`config.mk`:
```
export PLATFORM = sky130hd
export DESIGN_NAME = fsc_config
export DESIGN_NICKNAME = d
export VERILOG_FILES = /design/src/pkg/fsc_pkg.sv /design/src/hdl/fsc_ref_divider.sv /design/src/hdl/fsc_out_divider.sv /design/src/hdl/fsc_config.sv
export SDC_FILE = /design/constraint.sdc
export NUM_CORES = 1
export LEC_CHECK = 0
export BUFFER_PORTS_ARGS = -buffer_cell sky130_fd_sc_hd__buf_2
export CAP_MARGIN = 25
export CELL_PAD_IN_SITES_DETAIL_PLACEMENT = 0
export CELL_PAD_IN_SITES_GLOBAL_PLACEMENT = 1
export CORE_MARGIN = 5
export CORE_UTILIZATION = 49
export DETAILED_ROUTE_END_ITERATION = 7
export PLACE_DENSITY = 0.95
export RECOVER_POWER = 50
export SLEW_MARGIN = 10
export SYNTH_ARGS = -nofsm -noshare
export SYNTH_HDL_FRONTEND = slang
export SYNTH_SLANG_ARGS = --single-unit
```
`constraint.sdc`:
```
create_clock -name ref_clk -period 14.5 [get_ports ref_clk]
set_clock_uncertainty 0.2 [all_clocks]
set_input_delay 1.45 -clock ref_clk [delete_from_list [all_inputs] [get_ports ref_clk]]
set_output_delay 1.45 -clock ref_clk [all_outputs]
set_load 0.01 [all_outputs]
```
`src/pkg/fsc_pkg.sv`:
```
`default_nettype none
package fsc_pkg;
   // register indices, byte address is four times the index
   localparam logic [9:0] IDX_ENABLE = 10'h240;
   localparam logic [9:0] IDX_DIVIDER = 10'h241;
   localparam logic [9:0] IDX_NUMER = 10'h242;
   localparam logic [9:0] IDX_INTMUL = 10'h243;
   localparam logic [9:0] IDX_REFBYP = 10'h244;
   localparam logic [9:0] IDX_DENOM = 10'h246;
   localparam logic [9:0] IDX_FRMODE = 10'h247;
   localparam logic [9:0] IDX_STATUS = 10'h248;
   localparam int ADDR_W = 12;
   localparam int WORD_LSB = 2;

   // bits that hold state, all others read as zero
   localparam logic [15:0] MASK_ENABLE = 16'h0003;
   localparam logic [15:0] MASK_DIVIDER = 16'h3f07;
   localparam logic [15:0] MASK_NUMER = 16'hffff;
   localparam logic [15:0] MASK_INTMUL = 16'h7fe0;
   localparam logic [15:0] MASK_REFBYP = 16'h9fdb;
   localparam logic [15:0] MASK_DENOM = 16'hffff;
   localparam logic [15:0] MASK_FRMODE = 16'h0007;

   // reset values that are not zero
   localparam logic [15:0] RST_REFBYP = 16'h0c80;
   localparam logic [15:0] RST_FRMODE = 16'h0006;

   // field positions
   localparam int ENA_BIT = 0;
   localparam int OSC_BIT = 1;
   localparam int OUTDIV_LSB = 8;
   localparam int RATIO_LSB = 0;
   localparam int INTMUL_LSB = 5;
   localparam int BYP_BIT = 15;
   localparam int NCOVAL_LSB = 7;
   localparam int NCOSEL_BIT = 6;
   localparam int PREDIV_LSB = 3;
   localparam int SRC_LSB = 0;
   localparam int EFS_BIT = 0;

   // status word bits
   localparam int LOCK_BIT = 0;
   localparam int HOLD_BIT = 1;
   localparam int FREE_BIT = 2;
   localparam int RUN_BIT = 3;

   // divider limits
   localparam logic [5:0] OUTDIV_MIN = 6'h03;
   localparam logic [4:0] RATIO_MAX_LAST = 5'h0f;
   localparam int FREE_SHIFT = 8;

   typedef enum logic [1:0] {
      SRC_MCLK_A = 2'b00,
      SRC_MCLK_B = 2'b01,
      SRC_FRAME = 2'b10,
      SRC_BIT = 2'b11
   } fsc_src_t;

   localparam logic [1:0] RESP_OKAY = 2'b00;
   localparam logic [1:0] RESP_SLVERR = 2'b10;

   // reference loss time before holdover
   localparam longint CLK_HZ = 20000000;
   localparam longint REF_LOSS_US = 1000;
   localparam int REF_LOSS_CYCLES = int'(REF_LOSS_US * CLK_HZ / 1000000);
endpackage
`default_nettype wire

```
`src/hdl/fsc_ref_divider.sv`:
```
`default_nettype none
module fsc_ref_divider (
   // clock and reset
   input wire logic ref_clk,
   input wire logic rst,
   // reference pins
   input wire logic masterClockInA,
   input wire logic masterClockInB,
   input wire logic port2FrameClock,
   input wire logic port2BitClock,
   // selection
   input wire logic [1:0] refSourceSelect,
   input wire logic [1:0] refPredivider,
   // one pulse per divided reference period
   output logic refTick
);
   typedef struct packed {
      logic prev;
      logic [2:0] cnt;
      logic tick;
   } fsc_refdiv_t;

   fsc_refdiv_t st_reg, st_next;
   logic pin;
   logic [2:0] lastCount;

   // source multiplexer
   always_comb begin
      case (fsc_pkg::fsc_src_t'(refSourceSelect)) // [RULE_09]
         fsc_pkg::SRC_MCLK_A: pin = masterClockInA;
         fsc_pkg::SRC_MCLK_B: pin = masterClockInB;
         fsc_pkg::SRC_FRAME: pin = port2FrameClock;
         fsc_pkg::SRC_BIT: pin = port2BitClock;
         default: pin = masterClockInA;
      endcase
   end

   // divide by 1, 2, 4 or 8 counted in rising edges
   assign lastCount = 3'((4'h1 << refPredivider) - 4'h1); // [RULE_09]

   always_comb begin
      st_next = st_reg;
      st_next.prev = pin;
      st_next.tick = 1'b0;
      if (pin && !st_reg.prev) begin
         if (st_reg.cnt >= lastCount) begin
            st_next.cnt = 3'h0;
            st_next.tick = 1'b1;
         end else begin
            st_next.cnt = st_reg.cnt + 3'h1;
         end
      end
      if (rst) begin
         st_next = '0;
      end
   end

   always_ff @(posedge ref_clk) begin
      st_reg <= st_next;
   end

   assign refTick = st_reg.tick;
endmodule
`default_nettype wire

```
`src/hdl/fsc_out_divider.sv`:
```
`default_nettype none
module fsc_out_divider (
   // clock and reset
   input wire logic ref_clk,
   input wire logic rst,
   // oscillator events
   input wire logic vcoTick,
   input wire logic run,
   input wire logic [5:0] outputDivider,
   // divided clock level
   output logic divClk
);
   typedef struct packed {
      logic [5:0] cnt;
      logic clk;
   } fsc_outdiv_t;

   fsc_outdiv_t st_reg, st_next;
   logic [5:0] lastCode;
   logic [5:0] half;

   // reserved codes behave as the smallest legal divide
   assign lastCode = (outputDivider < fsc_pkg::OUTDIV_MIN) ?
                     fsc_pkg::OUTDIV_MIN : outputDivider; // [RULE_02]
   assign half = 6'((7'(lastCode) + 7'h01) >> 1);

   // count code+1 events per output period, high for the first half
   always_comb begin
      st_next = st_reg;
      if (!run) begin
         st_next = '0;
      end else if (vcoTick) begin
         st_next.cnt = (st_reg.cnt >= lastCode) ? 6'h00 : st_reg.cnt + 6'h01; // [RULE_02]
         st_next.clk = st_next.cnt < half;
      end
      if (rst) begin
         st_next = '0;
      end
   end

   always_ff @(posedge ref_clk) begin
      st_reg <= st_next;
   end

   assign divClk = st_reg.clk;
endmodule
`default_nettype wire

```
`src/hdl/fsc_config.sv`:
```
// What this block does
// RULE_01 - software sets the enable bit last, after all other fields
// RULE_02 - output divider code n divides by n+1; codes below three reserved
// RULE_03 - reference ratio codes give 1, 2, 4, 8; top bit set gives 16
// RULE_04 - ten-bit integer multiplier, resets to zero
// RULE_05 - sixteen-bit fraction numerator and denominator, both reset to zero
// RULE_06 - fractional mode bit selects integer or fractional multiplication
// RULE_07 - software leaves the two reserved mode bits at binary 11
// RULE_08 - bypass takes the output straight from the port-2 bit clock
// RULE_09 - reference source select and predivide by 1, 2, 4 or 8
// RULE_10 - output clock exists without any reference, at reduced accuracy
// RULE_11 - after reference loss the output keeps its last frequency
// RULE_12 - oscillator enable, divide by 8 and forced code 19h give 12MHz
// RULE_13 - software programs audio port rates matching the core clock select
// RULE_14 - forced select runs the oscillator at the forced code value
// RULE_15 - oscillator enable bit exists for free running, resets off
// RULE_16 - loop locks oscillator ticks per reference to ratio times N.K
// RULE_17 - output held low when disabled and neither bypass nor free run
`default_nettype none
module fsc_config #(
   parameter int RefLossCycles = fsc_pkg::REF_LOSS_CYCLES
) (
   // clock and reset
   input wire logic ref_clk,
   input wire logic rst,
   // axi4-lite write channels
   input wire logic [fsc_pkg::ADDR_W-1:0] s_axi_awaddr,
   input wire logic s_axi_awvalid,
   output logic s_axi_awready,
   input wire logic [31:0] s_axi_wdata,
   input wire logic [3:0] s_axi_wstrb,
   input wire logic s_axi_wvalid,
   output logic s_axi_wready,
   output logic [1:0] s_axi_bresp,
   output logic s_axi_bvalid,
   input wire logic s_axi_bready,
   // axi4-lite read channels
   input wire logic [fsc_pkg::ADDR_W-1:0] s_axi_araddr,
   input wire logic s_axi_arvalid,
   output logic s_axi_arready,
   output logic [31:0] s_axi_rdata,
   output logic [1:0] s_axi_rresp,
   output logic s_axi_rvalid,
   input wire logic s_axi_rready,
   // reference pins
   input wire logic masterClockInA,
   input wire logic masterClockInB,
   input wire logic port2FrameClock,
   input wire logic port2BitClock,
   // synthesized clock
   output logic synthClockOut
);
   if (RefLossCycles < 2 || RefLossCycles > 1048575) begin : g_bad_loss
      $error("RefLossCycles must lie between 2 and 2**20-1");
   end

   typedef struct packed {
      logic awRdy;
      logic wRdy;
      logic awHave;
      logic wHave;
      logic [9:0] awIdx;
      logic [15:0] wData;
      logic [1:0] wStrb;
      logic bVld;
      logic [1:0] bResp;
      logic arRdy;
      logic rVld;
      logic [31:0] rData;
      logic [1:0] rResp;
      logic [15:0] rEnable;
      logic [15:0] rDivider;
      logic [15:0] rNumer;
      logic [15:0] rIntMul;
      logic [15:0] rRefByp;
      logic [15:0] rDenom;
      logic [15:0] rFrMode;
      logic [15:0] ncoAcc;
      logic [15:0] ncoInc;
      logic [4:0] ratioCnt;
      logic [10:0] winCnt;
      logic [15:0] fracAcc;
      logic [19:0] idleCnt;
      logic holdover;
      logic locked;
      logic armed;
      logic outClk;
   } fsc_state_t;

   fsc_state_t st_reg, st_next;

   // field views of the register file
   logic synthEnable, freeOscEnable, bypassSelect, forcedOscSelect;
   logic fractionalModeEnable, freeRun, run;
   logic [5:0] outputDivider, forcedOscCode;
   logic [2:0] vcoRefRatio;
   logic [9:0] integerMultiplier;
   logic [1:0] refPredivider, refSourceSelect;
   logic [15:0] fracNumerator, fracDenominator, statusWord;

   assign synthEnable = st_reg.rEnable[fsc_pkg::ENA_BIT];
   assign freeOscEnable = st_reg.rEnable[fsc_pkg::OSC_BIT]; // [RULE_15]
   assign outputDivider = st_reg.rDivider[fsc_pkg::OUTDIV_LSB +: 6];
   assign vcoRefRatio = st_reg.rDivider[fsc_pkg::RATIO_LSB +: 3];
   assign fracNumerator = st_reg.rNumer;
   assign integerMultiplier = st_reg.rIntMul[fsc_pkg::INTMUL_LSB +: 10];
   assign bypassSelect = st_reg.rRefByp[fsc_pkg::BYP_BIT];
   assign forcedOscCode = st_reg.rRefByp[fsc_pkg::NCOVAL_LSB +: 6];
   assign forcedOscSelect = st_reg.rRefByp[fsc_pkg::NCOSEL_BIT];
   assign refPredivider = st_reg.rRefByp[fsc_pkg::PREDIV_LSB +: 2];
   assign refSourceSelect = st_reg.rRefByp[fsc_pkg::SRC_LSB +: 2];
   assign fracDenominator = st_reg.rDenom;
   assign fractionalModeEnable = st_reg.rFrMode[fsc_pkg::EFS_BIT];

   // free running needs both the oscillator and the forced code select
   assign freeRun = freeOscEnable && forcedOscSelect; // [RULE_10] [RULE_14]
   assign run = synthEnable || freeRun;

   always_comb begin
      statusWord = 16'h0000;
      statusWord[fsc_pkg::LOCK_BIT] = st_reg.locked;
      statusWord[fsc_pkg::HOLD_BIT] = st_reg.holdover;
      statusWord[fsc_pkg::FREE_BIT] = freeRun;
      statusWord[fsc_pkg::RUN_BIT] = run;
   end

   function automatic logic [15:0] merge(input logic [15:0] old, input logic [15:0] data,
                                         input logic [1:0] strb, input logic [15:0] mask);
      logic [15:0] m;
      m = {{8{strb[1]}}, {8{strb[0]}}} & mask;
      return (old & ~m) | (data & m);
   endfunction

   function automatic logic [4:0] ratioLastOf(input logic [2:0] code);
      logic [4:0] r;
      r = code[2] ? fsc_pkg::RATIO_MAX_LAST : 5'((6'h01 << code[1:0]) - 6'h01);
      return r;
   endfunction

   // divided reference and output divider
   logic refTick, divClk;

   fsc_ref_divider u_ref (
      .ref_clk(ref_clk),
      .rst(rst),
      .masterClockInA(masterClockInA),
      .masterClockInB(masterClockInB),
      .port2FrameClock(port2FrameClock),
      .port2BitClock(port2BitClock),
      .refSourceSelect(refSourceSelect),
      .refPredivider(refPredivider),
      .refTick(refTick)
   );

   // oscillator model: phase accumulator overflow is one oscillator event
   logic [16:0] ncoSum, fracSum;
   logic vcoTick, preTick, fracCarry, loopUpdate;
   logic [4:0] ratioLast;
   logic [10:0] target;
   logic [15:0] fracWrap;

   assign ncoSum = {1'b0, st_reg.ncoAcc} + {1'b0, st_reg.ncoInc};
   assign vcoTick = run && ncoSum[16];
   assign ratioLast = ratioLastOf(vcoRefRatio); // [RULE_03]
   assign preTick = vcoTick && (st_reg.ratioCnt >= ratioLast);
   assign fracSum = {1'b0, st_reg.fracAcc} + {1'b0, fracNumerator};
   assign fracCarry = fractionalModeEnable && fracDenominator != 16'h0000 &&
                      fracSum >= {1'b0, fracDenominator}; // [RULE_05] [RULE_06]
   assign fracWrap = 16'(fracSum - {1'b0, fracDenominator});
   assign target = {1'b0, integerMultiplier} + {10'h000, fracCarry}; // [RULE_04] [RULE_16]
   // first window after enable or holdover is partial, so it only arms the loop
   assign loopUpdate = synthEnable && !freeRun && refTick && st_reg.armed && !st_reg.holdover;

   fsc_out_divider u_out (
      .ref_clk(ref_clk),
      .rst(rst),
      .vcoTick(vcoTick),
      .run(run),
      .outputDivider(outputDivider),
      .divClk(divClk)
   );

   // bus slave, register file and frequency loop
   always_comb begin
      st_next = st_reg;
      // write address and data are taken independently, one write at a time
      if (st_reg.awRdy && s_axi_awvalid) begin
         st_next.awRdy = 1'b0;
         st_next.awHave = 1'b1;
         st_next.awIdx = s_axi_awaddr[fsc_pkg::WORD_LSB +: 10];
      end
      if (st_reg.wRdy && s_axi_wvalid) begin
         st_next.wRdy = 1'b0;
         st_next.wHave = 1'b1;
         st_next.wData = s_axi_wdata[15:0];
         st_next.wStrb = s_axi_wstrb[1:0];
      end
      if (st_reg.awHave && st_reg.wHave && !st_reg.bVld) begin
         st_next.awHave = 1'b0;
         st_next.wHave = 1'b0;
         st_next.bVld = 1'b1;
         st_next.bResp = fsc_pkg::RESP_OKAY;
         case (st_reg.awIdx)
            fsc_pkg::IDX_ENABLE: st_next.rEnable = merge(st_reg.rEnable, st_reg.wData,
                                    st_reg.wStrb, fsc_pkg::MASK_ENABLE);
            fsc_pkg::IDX_DIVIDER: st_next.rDivider = merge(st_reg.rDivider, st_reg.wData,
                                     st_reg.wStrb, fsc_pkg::MASK_DIVIDER);
            fsc_pkg::IDX_NUMER: st_next.rNumer = merge(st_reg.rNumer, st_reg.wData,
                                   st_reg.wStrb, fsc_pkg::MASK_NUMER);
            fsc_pkg::IDX_INTMUL: st_next.rIntMul = merge(st_reg.rIntMul, st_reg.wData,
                                    st_reg.wStrb, fsc_pkg::MASK_INTMUL);
            fsc_pkg::IDX_REFBYP: st_next.rRefByp = merge(st_reg.rRefByp, st_reg.wData,
                                    st_reg.wStrb, fsc_pkg::MASK_REFBYP);
            fsc_pkg::IDX_DENOM: st_next.rDenom = merge(st_reg.rDenom, st_reg.wData,
                                   st_reg.wStrb, fsc_pkg::MASK_DENOM);
            fsc_pkg::IDX_FRMODE: st_next.rFrMode = merge(st_reg.rFrMode, st_reg.wData,
                                    st_reg.wStrb, fsc_pkg::MASK_FRMODE);
            fsc_pkg::IDX_STATUS: st_next.bResp = fsc_pkg::RESP_OKAY; // read only
            default: st_next.bResp = fsc_pkg::RESP_SLVERR;
         endcase
      end
      if (st_reg.bVld && s_axi_bready) begin
         st_next.bVld = 1'b0;
         st_next.awRdy = 1'b1;
         st_next.wRdy = 1'b1;
      end
      // reads answer on the edge that takes the address
      if (st_reg.arRdy && s_axi_arvalid) begin
         st_next.arRdy = 1'b0;
         st_next.rVld = 1'b1;
         st_next.rResp = fsc_pkg::RESP_OKAY;
         st_next.rData = 32'h00000000;
         case (s_axi_araddr[fsc_pkg::WORD_LSB +: 10])
            fsc_pkg::IDX_ENABLE: st_next.rData[15:0] = st_reg.rEnable;
            fsc_pkg::IDX_DIVIDER: st_next.rData[15:0] = st_reg.rDivider;
            fsc_pkg::IDX_NUMER: st_next.rData[15:0] = st_reg.rNumer;
            fsc_pkg::IDX_INTMUL: st_next.rData[15:0] = st_reg.rIntMul;
            fsc_pkg::IDX_REFBYP: st_next.rData[15:0] = st_reg.rRefByp;
            fsc_pkg::IDX_DENOM: st_next.rData[15:0] = st_reg.rDenom;
            fsc_pkg::IDX_FRMODE: st_next.rData[15:0] = st_reg.rFrMode;
            fsc_pkg::IDX_STATUS: st_next.rData[15:0] = statusWord;
            default: st_next.rResp = fsc_pkg::RESP_SLVERR;
         endcase
      end
      if (st_reg.rVld && s_axi_rready) begin
         st_next.rVld = 1'b0;
         st_next.arRdy = 1'b1;
      end

      // frequency loop, stopped and cleared while nothing runs, except the oscillator increment ncoInc, which keeps its value
      if (!run) begin
         st_next.ncoAcc = 16'h0000;
         st_next.ratioCnt = 5'h00;
         st_next.winCnt = 11'h000;
         st_next.fracAcc = 16'h0000;
         st_next.idleCnt = 20'h00000;
         st_next.holdover = 1'b0;
         st_next.locked = 1'b0;
         st_next.armed = 1'b0;
      end else begin
         st_next.ncoAcc = ncoSum[15:0];
         if (freeRun) begin
            st_next.ncoInc = 16'(forcedOscCode) << fsc_pkg::FREE_SHIFT; // [RULE_12] [RULE_14]
            st_next.locked = 1'b0;
         end
         if (vcoTick) begin
            st_next.ratioCnt = preTick ? 5'h00 : st_reg.ratioCnt + 5'h01; // [RULE_03]
         end
         if (preTick && st_reg.winCnt != 11'h7ff) begin
            st_next.winCnt = st_reg.winCnt + 11'h001;
         end
         if (synthEnable && !freeRun) begin
            if (refTick) begin
               st_next.idleCnt = 20'h00000;
               st_next.holdover = 1'b0;
               st_next.armed = 1'b1;
               st_next.winCnt = 11'h000;
               if (loopUpdate) begin
                  if (fracCarry) begin
                     st_next.fracAcc = fracWrap; // [RULE_05]
                  end else if (fractionalModeEnable) begin
                     st_next.fracAcc = fracSum[15:0]; // [RULE_06]
                  end
                  st_next.locked = st_reg.winCnt == target; // [RULE_16]
                  // one step per window keeps the loop slow and free of overshoot
                  if (st_reg.winCnt < target && st_reg.ncoInc != 16'hffff) begin
                     st_next.ncoInc = st_reg.ncoInc + 16'h0001; // [RULE_04]
                  end else if (st_reg.winCnt > target && st_reg.ncoInc != 16'h0000) begin
                     st_next.ncoInc = st_reg.ncoInc - 16'h0001;
                  end
               end
            end else if (st_reg.idleCnt >= 20'(RefLossCycles - 1)) begin
               st_next.holdover = 1'b1; // [RULE_11]
               st_next.locked = 1'b0;
            end else begin
               st_next.idleCnt = st_reg.idleCnt + 20'h00001;
            end
         end
      end

      // output source: bypass pin, running divider, or held low
      if (bypassSelect) begin
         st_next.outClk = port2BitClock; // [RULE_08]
      end else begin
         st_next.outClk = run && divClk; // [RULE_17]
      end

      if (rst) begin
         st_next = '0;
         st_next.awRdy = 1'b1;
         st_next.wRdy = 1'b1;
         st_next.arRdy = 1'b1;
         st_next.rRefByp = fsc_pkg::RST_REFBYP;
         st_next.rFrMode = fsc_pkg::RST_FRMODE;
      end
   end

   always_ff @(posedge ref_clk) begin
      st_reg <= st_next;
   end

   // outputs straight from the state register
   assign s_axi_awready = st_reg.awRdy;
   assign s_axi_wready = st_reg.wRdy;
   assign s_axi_bvalid = st_reg.bVld;
   assign s_axi_bresp = st_reg.bResp;
   assign s_axi_arready = st_reg.arRdy;
   assign s_axi_rvalid = st_reg.rVld;
   assign s_axi_rdata = st_reg.rData;
   assign s_axi_rresp = st_reg.rResp;
   assign synthClockOut = st_reg.outClk;
endmodule
`default_nettype wire

```
Word level (Yosys, flattened, before mapping)
Cells that the tools add are included.
{"block": "word_totals", "ff_bits": 267, "latch_bits": 0, "ramBits": 0, "rom_bits": 0, "inputBits": 71, "output_inout_bits": 42, "elab_cells": 189, "memories": 0}
{"block": "op_classes", "n_addsub": 14, "multipliers": 0, "div_mod_pow": 0, "order_cmp": 9, "n_eq_ne": 23, "n_shift": 2, "mux": 29, "bitwise": 28, "reduce_logical": 49}
{"cell": "$eq A10 B10 Y1 const B", "n": 16}
{"cell": "$and A16 B16 Y16", "n": 9}
{"cell": "$mux W16", "n": 9}
{"cell": "$pmux W16 S8", "n": 1}
{"cell": "$or A16 B16 Y16", "n": 7}
{"cell": "$mux W50", "n": 1}
{"cell": "$add A16 B16 Y17", "n": 2}
{"cell": "$not A16 Y16", "n": 2}
{"cell": "$reduce_bool A16 Y1", "n": 2}
{"cell": "$mux W27", "n": 1}
{"cell": "$mux W22", "n": 1}
{"cell": "$logic_and A1 B1 Y1", "n": 21}
{"cell": "$add A20 B1 Y20 const B", "n": 1}
{"cell": "$ge A20 B15 Y1 const B", "n": 1}
{"cell": "$mux W20", "n": 1}
{"cell": "$reduce_and A2 Y1", "n": 10}
{"cell": "$ge A17 B16 Y1", "n": 1}
{"cell": "$add A16 B1 Y16 const B", "n": 1}
{"cell": "$and A16 B14 Y16", "n": 1}
{"cell": "$and A16 B15 Y16", "n": 1}
{"cell": "$and A16 B2 Y16", "n": 1}
{"cell": "$and A16 B3 Y16", "n": 1}
{"cell": "$ne A16 B16 Y1 const B", "n": 1}
{"cell": "$not A14 Y16", "n": 1}
{"cell": "other kinds (42)", "n": 61}

Logic depth before layout (Yosys ltp)
{"block": "logic_depth", "ltp_word": 11, "mapped_depth": 32, "mapped_depth_nobuf": 29}

Modules after synthesis
From an unflattened synthesis, not the netlist that was laid out.
{"block": "hier_totals", "cells_unflattened": 1586, "hier_area_um2": 13316.5}
{"mod": "fsc_config", "n_inst": 1, "cells_each": 1445, "area_each_um2": 12099.1, "seq_area_each_um2": 4184.0}
{"mod": "fsc_out_divider", "n_inst": 1, "cells_each": 106, "area_each_um2": 902.1, "seq_area_each_um2": 140.1}
{"mod": "fsc_ref_divider", "n_inst": 1, "cells_each": 35, "area_each_um2": 315.3, "seq_area_each_um2": 100.1}

Worst setup path before layout
No wires, ideal clock.
{"block": "synth_timing", "path_kind": "register -> register", "startpoint": "register st_reg[24] (netlist bit)", "endpoint": "register st_reg[63] (netlist bit)", "setup_time_ps": 91, "arrival_ps": 6032, "required_time_ps": 14209, "slack_ps": 8177, "stages_incl_launch_ff": 31, "n_path_buf": 3, "synth_period_minus_slack_ps": 6323, "cell_sequence": "dfxtp_1 -> ha_1 -> fa_1 -> a211oi_2 -> o21ai_0 -> a41oi_1 -> a21boi_1 -> nor2_1 -> xnor2_1 -> ha_1 -> and4_1 -> a21oi_1 -> a31oi_1 -> a21o_1 -> o311ai_1 -> buf_4 -> buf_6 -> inv_1 -> ha_1 -> ha_1 -> and3_1 -> xnor2_1 -> ha_1 -> nand2_1 -> or2_2 -> nor3_1 -> a41o_1 -> a21oi_1 -> buf_2 -> a221o_1 -> a311oi_1"}
{"block": "synth_via", "elab_chain_len": 11, "word_cells_on_any_way": 13, "classes_between": "add/sub: 2; order compare: 3; mux: 5; reduce/logical: 3"}
{"element": "start, declared", "line": "fsc_config.sv:90", "source": "fsc_state_t st_reg, st_next;"}
{"element": "start signal, assigned", "line": "fsc_config.sv:319", "source": "st_reg <= st_next;"}
{"element": "$add A16 B16 Y17 *", "line": "fsc_config.sv:166", "source": "assign fracSum = {1'b0, st_reg.fracAcc} + {1'b0, fracNumerator};"}
{"element": "$ge A17 B16 Y1 *", "line": "fsc_config.sv:168", "source": "fracSum >= {1'b0, fracDenominator};"}
{"element": "$logic_and A1 B1 Y1 *", "line": "fsc_config.sv:167", "source": "assign fracCarry = fractionalModeEnable && fracDenominator != 16'h0000 &&"}
{"element": "$add A10 B1 Y11 *", "line": "fsc_config.sv:170", "source": "assign target = {1'b0, integerMultiplier} + {10'h000, fracCarry};"}
{"element": "$gt A11 B11 Y1", "line": "fsc_config.sv:288", "source": "end else if (st_reg.winCnt > target && st_reg.ncoInc != 16'h0000) begin"}
{"element": "$logic_and A1 B1 Y1", "line": "fsc_config.sv:288"}
{"element": "$mux W16", "line": "fsc_config.sv:288"}
{"element": "$mux W16 *", "line": "fsc_config.sv:286", "source": "if (st_reg.winCnt < target && st_reg.ncoInc != 16'hffff) begin"}
{"element": "$mux W16 *", "line": "fsc_config.sv:278", "source": "if (loopUpdate) begin"}
{"element": "$mux W16 *", "line": "fsc_config.sv:273", "source": "if (refTick) begin"}
{"element": "$mux W16 *", "line": "fsc_config.sv:272", "source": "if (synthEnable && !freeRun) begin"}
Every way passes the cells marked *; elsewhere a longest branch is shown, timed or not.
A chain may end at the register's enable or synchronous reset.

==> impl_metrics.env <==
export IMPL_run_status="finished, violations left"
export IMPL_violations="max-capacitance violations, max-slew violations"
export IMPL_dp_worst_setup_slack_ns=7.33
export IMPL_initial_core_utilization_pct=50.0
export IMPL_max_slew_margin_pct=-142
export IMPL_dr_first_iter_drc_count=739
export IMPL_postSynth_asyncResetShare_pct=0
export IMPL_criticalPathCategory="flip-flop to flip-flop"
export IMPL_worstSetupEndpoint="st_reg[66]"
export IMPL_port_buffers=72
export IMPL_ctsHtreeMaxLevel=1
export IMPL_static_leakage_power_nw=5.66
export IMPL_crit_path_dat_ns=7.64
export IMPL_postSynthAreaPerCell_um2=8.25
export IMPL_final_min_period_over_clock_period_pct=51.0
export IMPL_placed_cells_incl_taps=1916
export IMPL_capturing_element_type_of_the_critical_path="flip-flop"
export IMPL_num_vias=11600
export IMPL_netlist_instances=1584
export IMPL_rsz_0062_raised_after_global_routing="false"
export IMPL_layout_cells_most_common_list="sky130_fd_sc_hd__dfxtp_1 (221), sky130_fd_sc_hd__nor2_1 (177), sky130_fd_sc_hd__nand2_1 (160)"
export IMPL_cts_repair_resize_count=0
export IMPL_report_final_setup_viol=0
export IMPL_post_synth_main_area_contributors="sky130_fd_sc_hd__dfxtp_1 (34%), sky130_fd_sc_hd__ha_1 (8.6%), sky130_fd_sc_hd__nor2_1 (5.1%)"
export IMPL_worst_slew_pin_slew_ns=3.63
export IMPL_tritoncts="yes"
export IMPL_synth_top_cell_area_share_pct=33.9
export IMPL_yosys_warnings=0
export IMPL_power_density_cell_area_mw_per_mm2=92.4
export IMPL_postLayoutSetupSlackWorst_ns=7.11
export IMPL_areaGrowthSynthToFinish_pct=9.16
export IMPL_globalRouteMet2Util_pct=36.4
export IMPL_layout_cells_most_common="sky130_fd_sc_hd__dfxtp_1"
export IMPL_numClockSinks=221
export IMPL_ff2ff_setup_slack_ns=7.11
export IMPL_clock_fmax_mhz=135
export IMPL_capture_instance_of_the_worst_register_to_register_path="st_reg[66]"
export IMPL_cts_root_buf="sky130_fd_sc_hd__clkbuf_16"
export IMPL_grt_busiest_layer="met2"
export IMPL_die_footprint_mm2=0.0300
export IMPL_drive_above_1_share_pct=8.11
export IMPL_vias_in_the_first_global_route=11000
export IMPL_min_delay_path_depth=1
export IMPL_layoutNonFillerInstCount=1962
export IMPL_cp_required_ns=14.75
export IMPL_critical_path_max_stage_delay_ns=0.55
export IMPL_cts_setup_buffers=0
export IMPL_num_antenna_cells=0
export IMPL_insertion_delay_ns=0.54
export IMPL_number_of_max_cap_violations=3
export IMPL_grt_total_ovfl=0
export IMPL_use_met3_pct=2.88
export IMPL_cts_inserted_buffers=25
export IMPL_grt_usage_pct=22.0
export IMPL_clk_pin_slew_ns=0.06
export IMPL_worst_setup_path_start_kind="flip-flop"
export IMPL_crit_path_max_fanout=11
export IMPL_route_detailed_wl_per_inst_um=17.7
export IMPL_report_final_hold_viol_count=0
export IMPL_ys_seq_area_share_pct=33.9
export IMPL_clockBufferDepth=3
export IMPL_path_common_cell="sky130_fd_sc_hd__ha_1"
export IMPL_global_route_wire_length_before_repair_um=55700
export IMPL_grt_antenna_before_repair=1
export IMPL_hp_start="st_reg[22]"
export IMPL_cpMaxStageDelayCell="sky130_fd_sc_hd__and3_1"
export IMPL_remaining_drc_errors=0
export IMPL_ff2ff_path_depth=29
export IMPL_max_ir_drop_vdd_v=0.0000970
export IMPL_final_max_slew_violation_count=168
export IMPL_mappedNetlistArea_mm2=0.0131
export IMPL_synth_enable_flop_cells=0
export IMPL_drt_pass1_iter_count=6
export IMPL_holdWs_ns=0.254
export IMPL_grt_start_max_net_pins=83
export IMPL_core_area_mm2=0.0261
export IMPL_finalWorstPathRequiredPeriod_ns=7.39
export IMPL_finalSetupTns_ns=0
export IMPL_cts_hold_fix_buffers=0
export IMPL_die_y_um=173
export IMPL_filler_cell_count=2483
export IMPL_detail_route_wirelength_um=34800
export IMPL_vias_per_cell=5.92
export IMPL_synth_main_ff_cell="sky130_fd_sc_hd__dfxtp_1"
export IMPL_finalWeightedCongestion=0.893
export IMPL_row_count=59
export IMPL_yosysTopAreaCell="sky130_fd_sc_hd__dfxtp_1"
export IMPL_met1_capacity_usage_during_global_routing_pct=29.8
export IMPL_finalPower_mw=1.32
export IMPL_synth_cell_type_count=85
export IMPL_detailed_place_hpwl_um=25700
export IMPL_fp_dieW_um=173
export IMPL_hold_crit_class="flip-flop to flip-flop"
export IMPL_flip_flop_and_latch_count_after_synthesis=221
export IMPL_detail_route_antenna_nets=0
export IMPL_pin_count=113
export IMPL_final_net_count=1773
[critical path, delay by kind of cell (launching register included)]
kind,cells,cell delay (ns)
AO/OA/AOI/OAI,15,3.37
flip-flops,1,0.33
adder cells (fa/ha/maj),6,1.72
XOR/XNOR,2,0.32
AND/OR/NAND/NOR,4,1.01
buffers and inverters,2,0.32
[cell families after synthesis]
kind of cell | count (synthesis) | share of synthesized area, %
DFF | 221 | 33.9
buffers and inverters | 169 | 6.13
other | 1 | 0.0287
AOI/OAI and AO/OA | 386 | 20.1
and+or+nand+nor | 577 | 20.9
muxes | 68 | 5.33
adders and majority gates | 93 | 9.08
xor gates and xnor gates | 69 | 4.63
[routing by layer]
metal / up-vias / wire (um)
met5: - / 8
met2: 399 / 15900
li1: 5700 / -
met1: 5427 / 15400
met3: 79 / 2290
met4: 2 / 1200
[through the flow]
step | util, % | cell area [um2]
after floorplan | - | 13100
after global placement | 51.4 | 13400
after detailed placement | 51.5 | 13500
after CTS | 54.7 | 14300
after global routing | 54.6 | 14300
final | 54.6 | 14300
[report_power, final]
group	total, mW	switching (mW)	internal, mW	leakage, nW
Sequential	0.627	0.0109	0.616	1.79
Combinational	0.0467	0.0303	0.0164	3.45
Clock	0.644	0.256	0.388	0.414
Total	1.32	0.297	1.02	5.66
[layout make-up]
cell class	instances	area (um2)	share of cell area (%)
sequential	221	4420	31.0
multi-input combinational	1211	7920	55.5
inverter	66	248	1.74
clock inverter	10	140	0.983
clock buffer	35	693	4.86
timing repair buffer	84	417	2.92
tap	335	419	2.94
[Yosys cell counts, drive strengths merged (7+ instances only)]
library cell	n
o221ai	7
xor2	33
nand4	15
a222oi	10
a221oi	12
o21ai	61
xnor2	36
nand2b	10
a221o	9
inv	66
nor3	26
nor2b	21
dfxtp	221
and2	18
buf	56
ha	90
a21oi	132
and3	20
a31oi	9
or2	10
a211oi	17
clkbuf	47
a21o	26
or3	7
nor2	179
a22oi	8
o22ai	8
nand2	160
a311oi	12
o21a	14
nand3	67
nor4	16
mux2i	64
[worst min-delay path by stage]
stage | end
finish | st_reg[22]
global route | st_reg[21]
CTS | st_reg[22]
detailed placement | st_reg[22]
global placement | st_reg[22]
floorplan | st_reg[22]
Power figures use the tool's default switching activity.
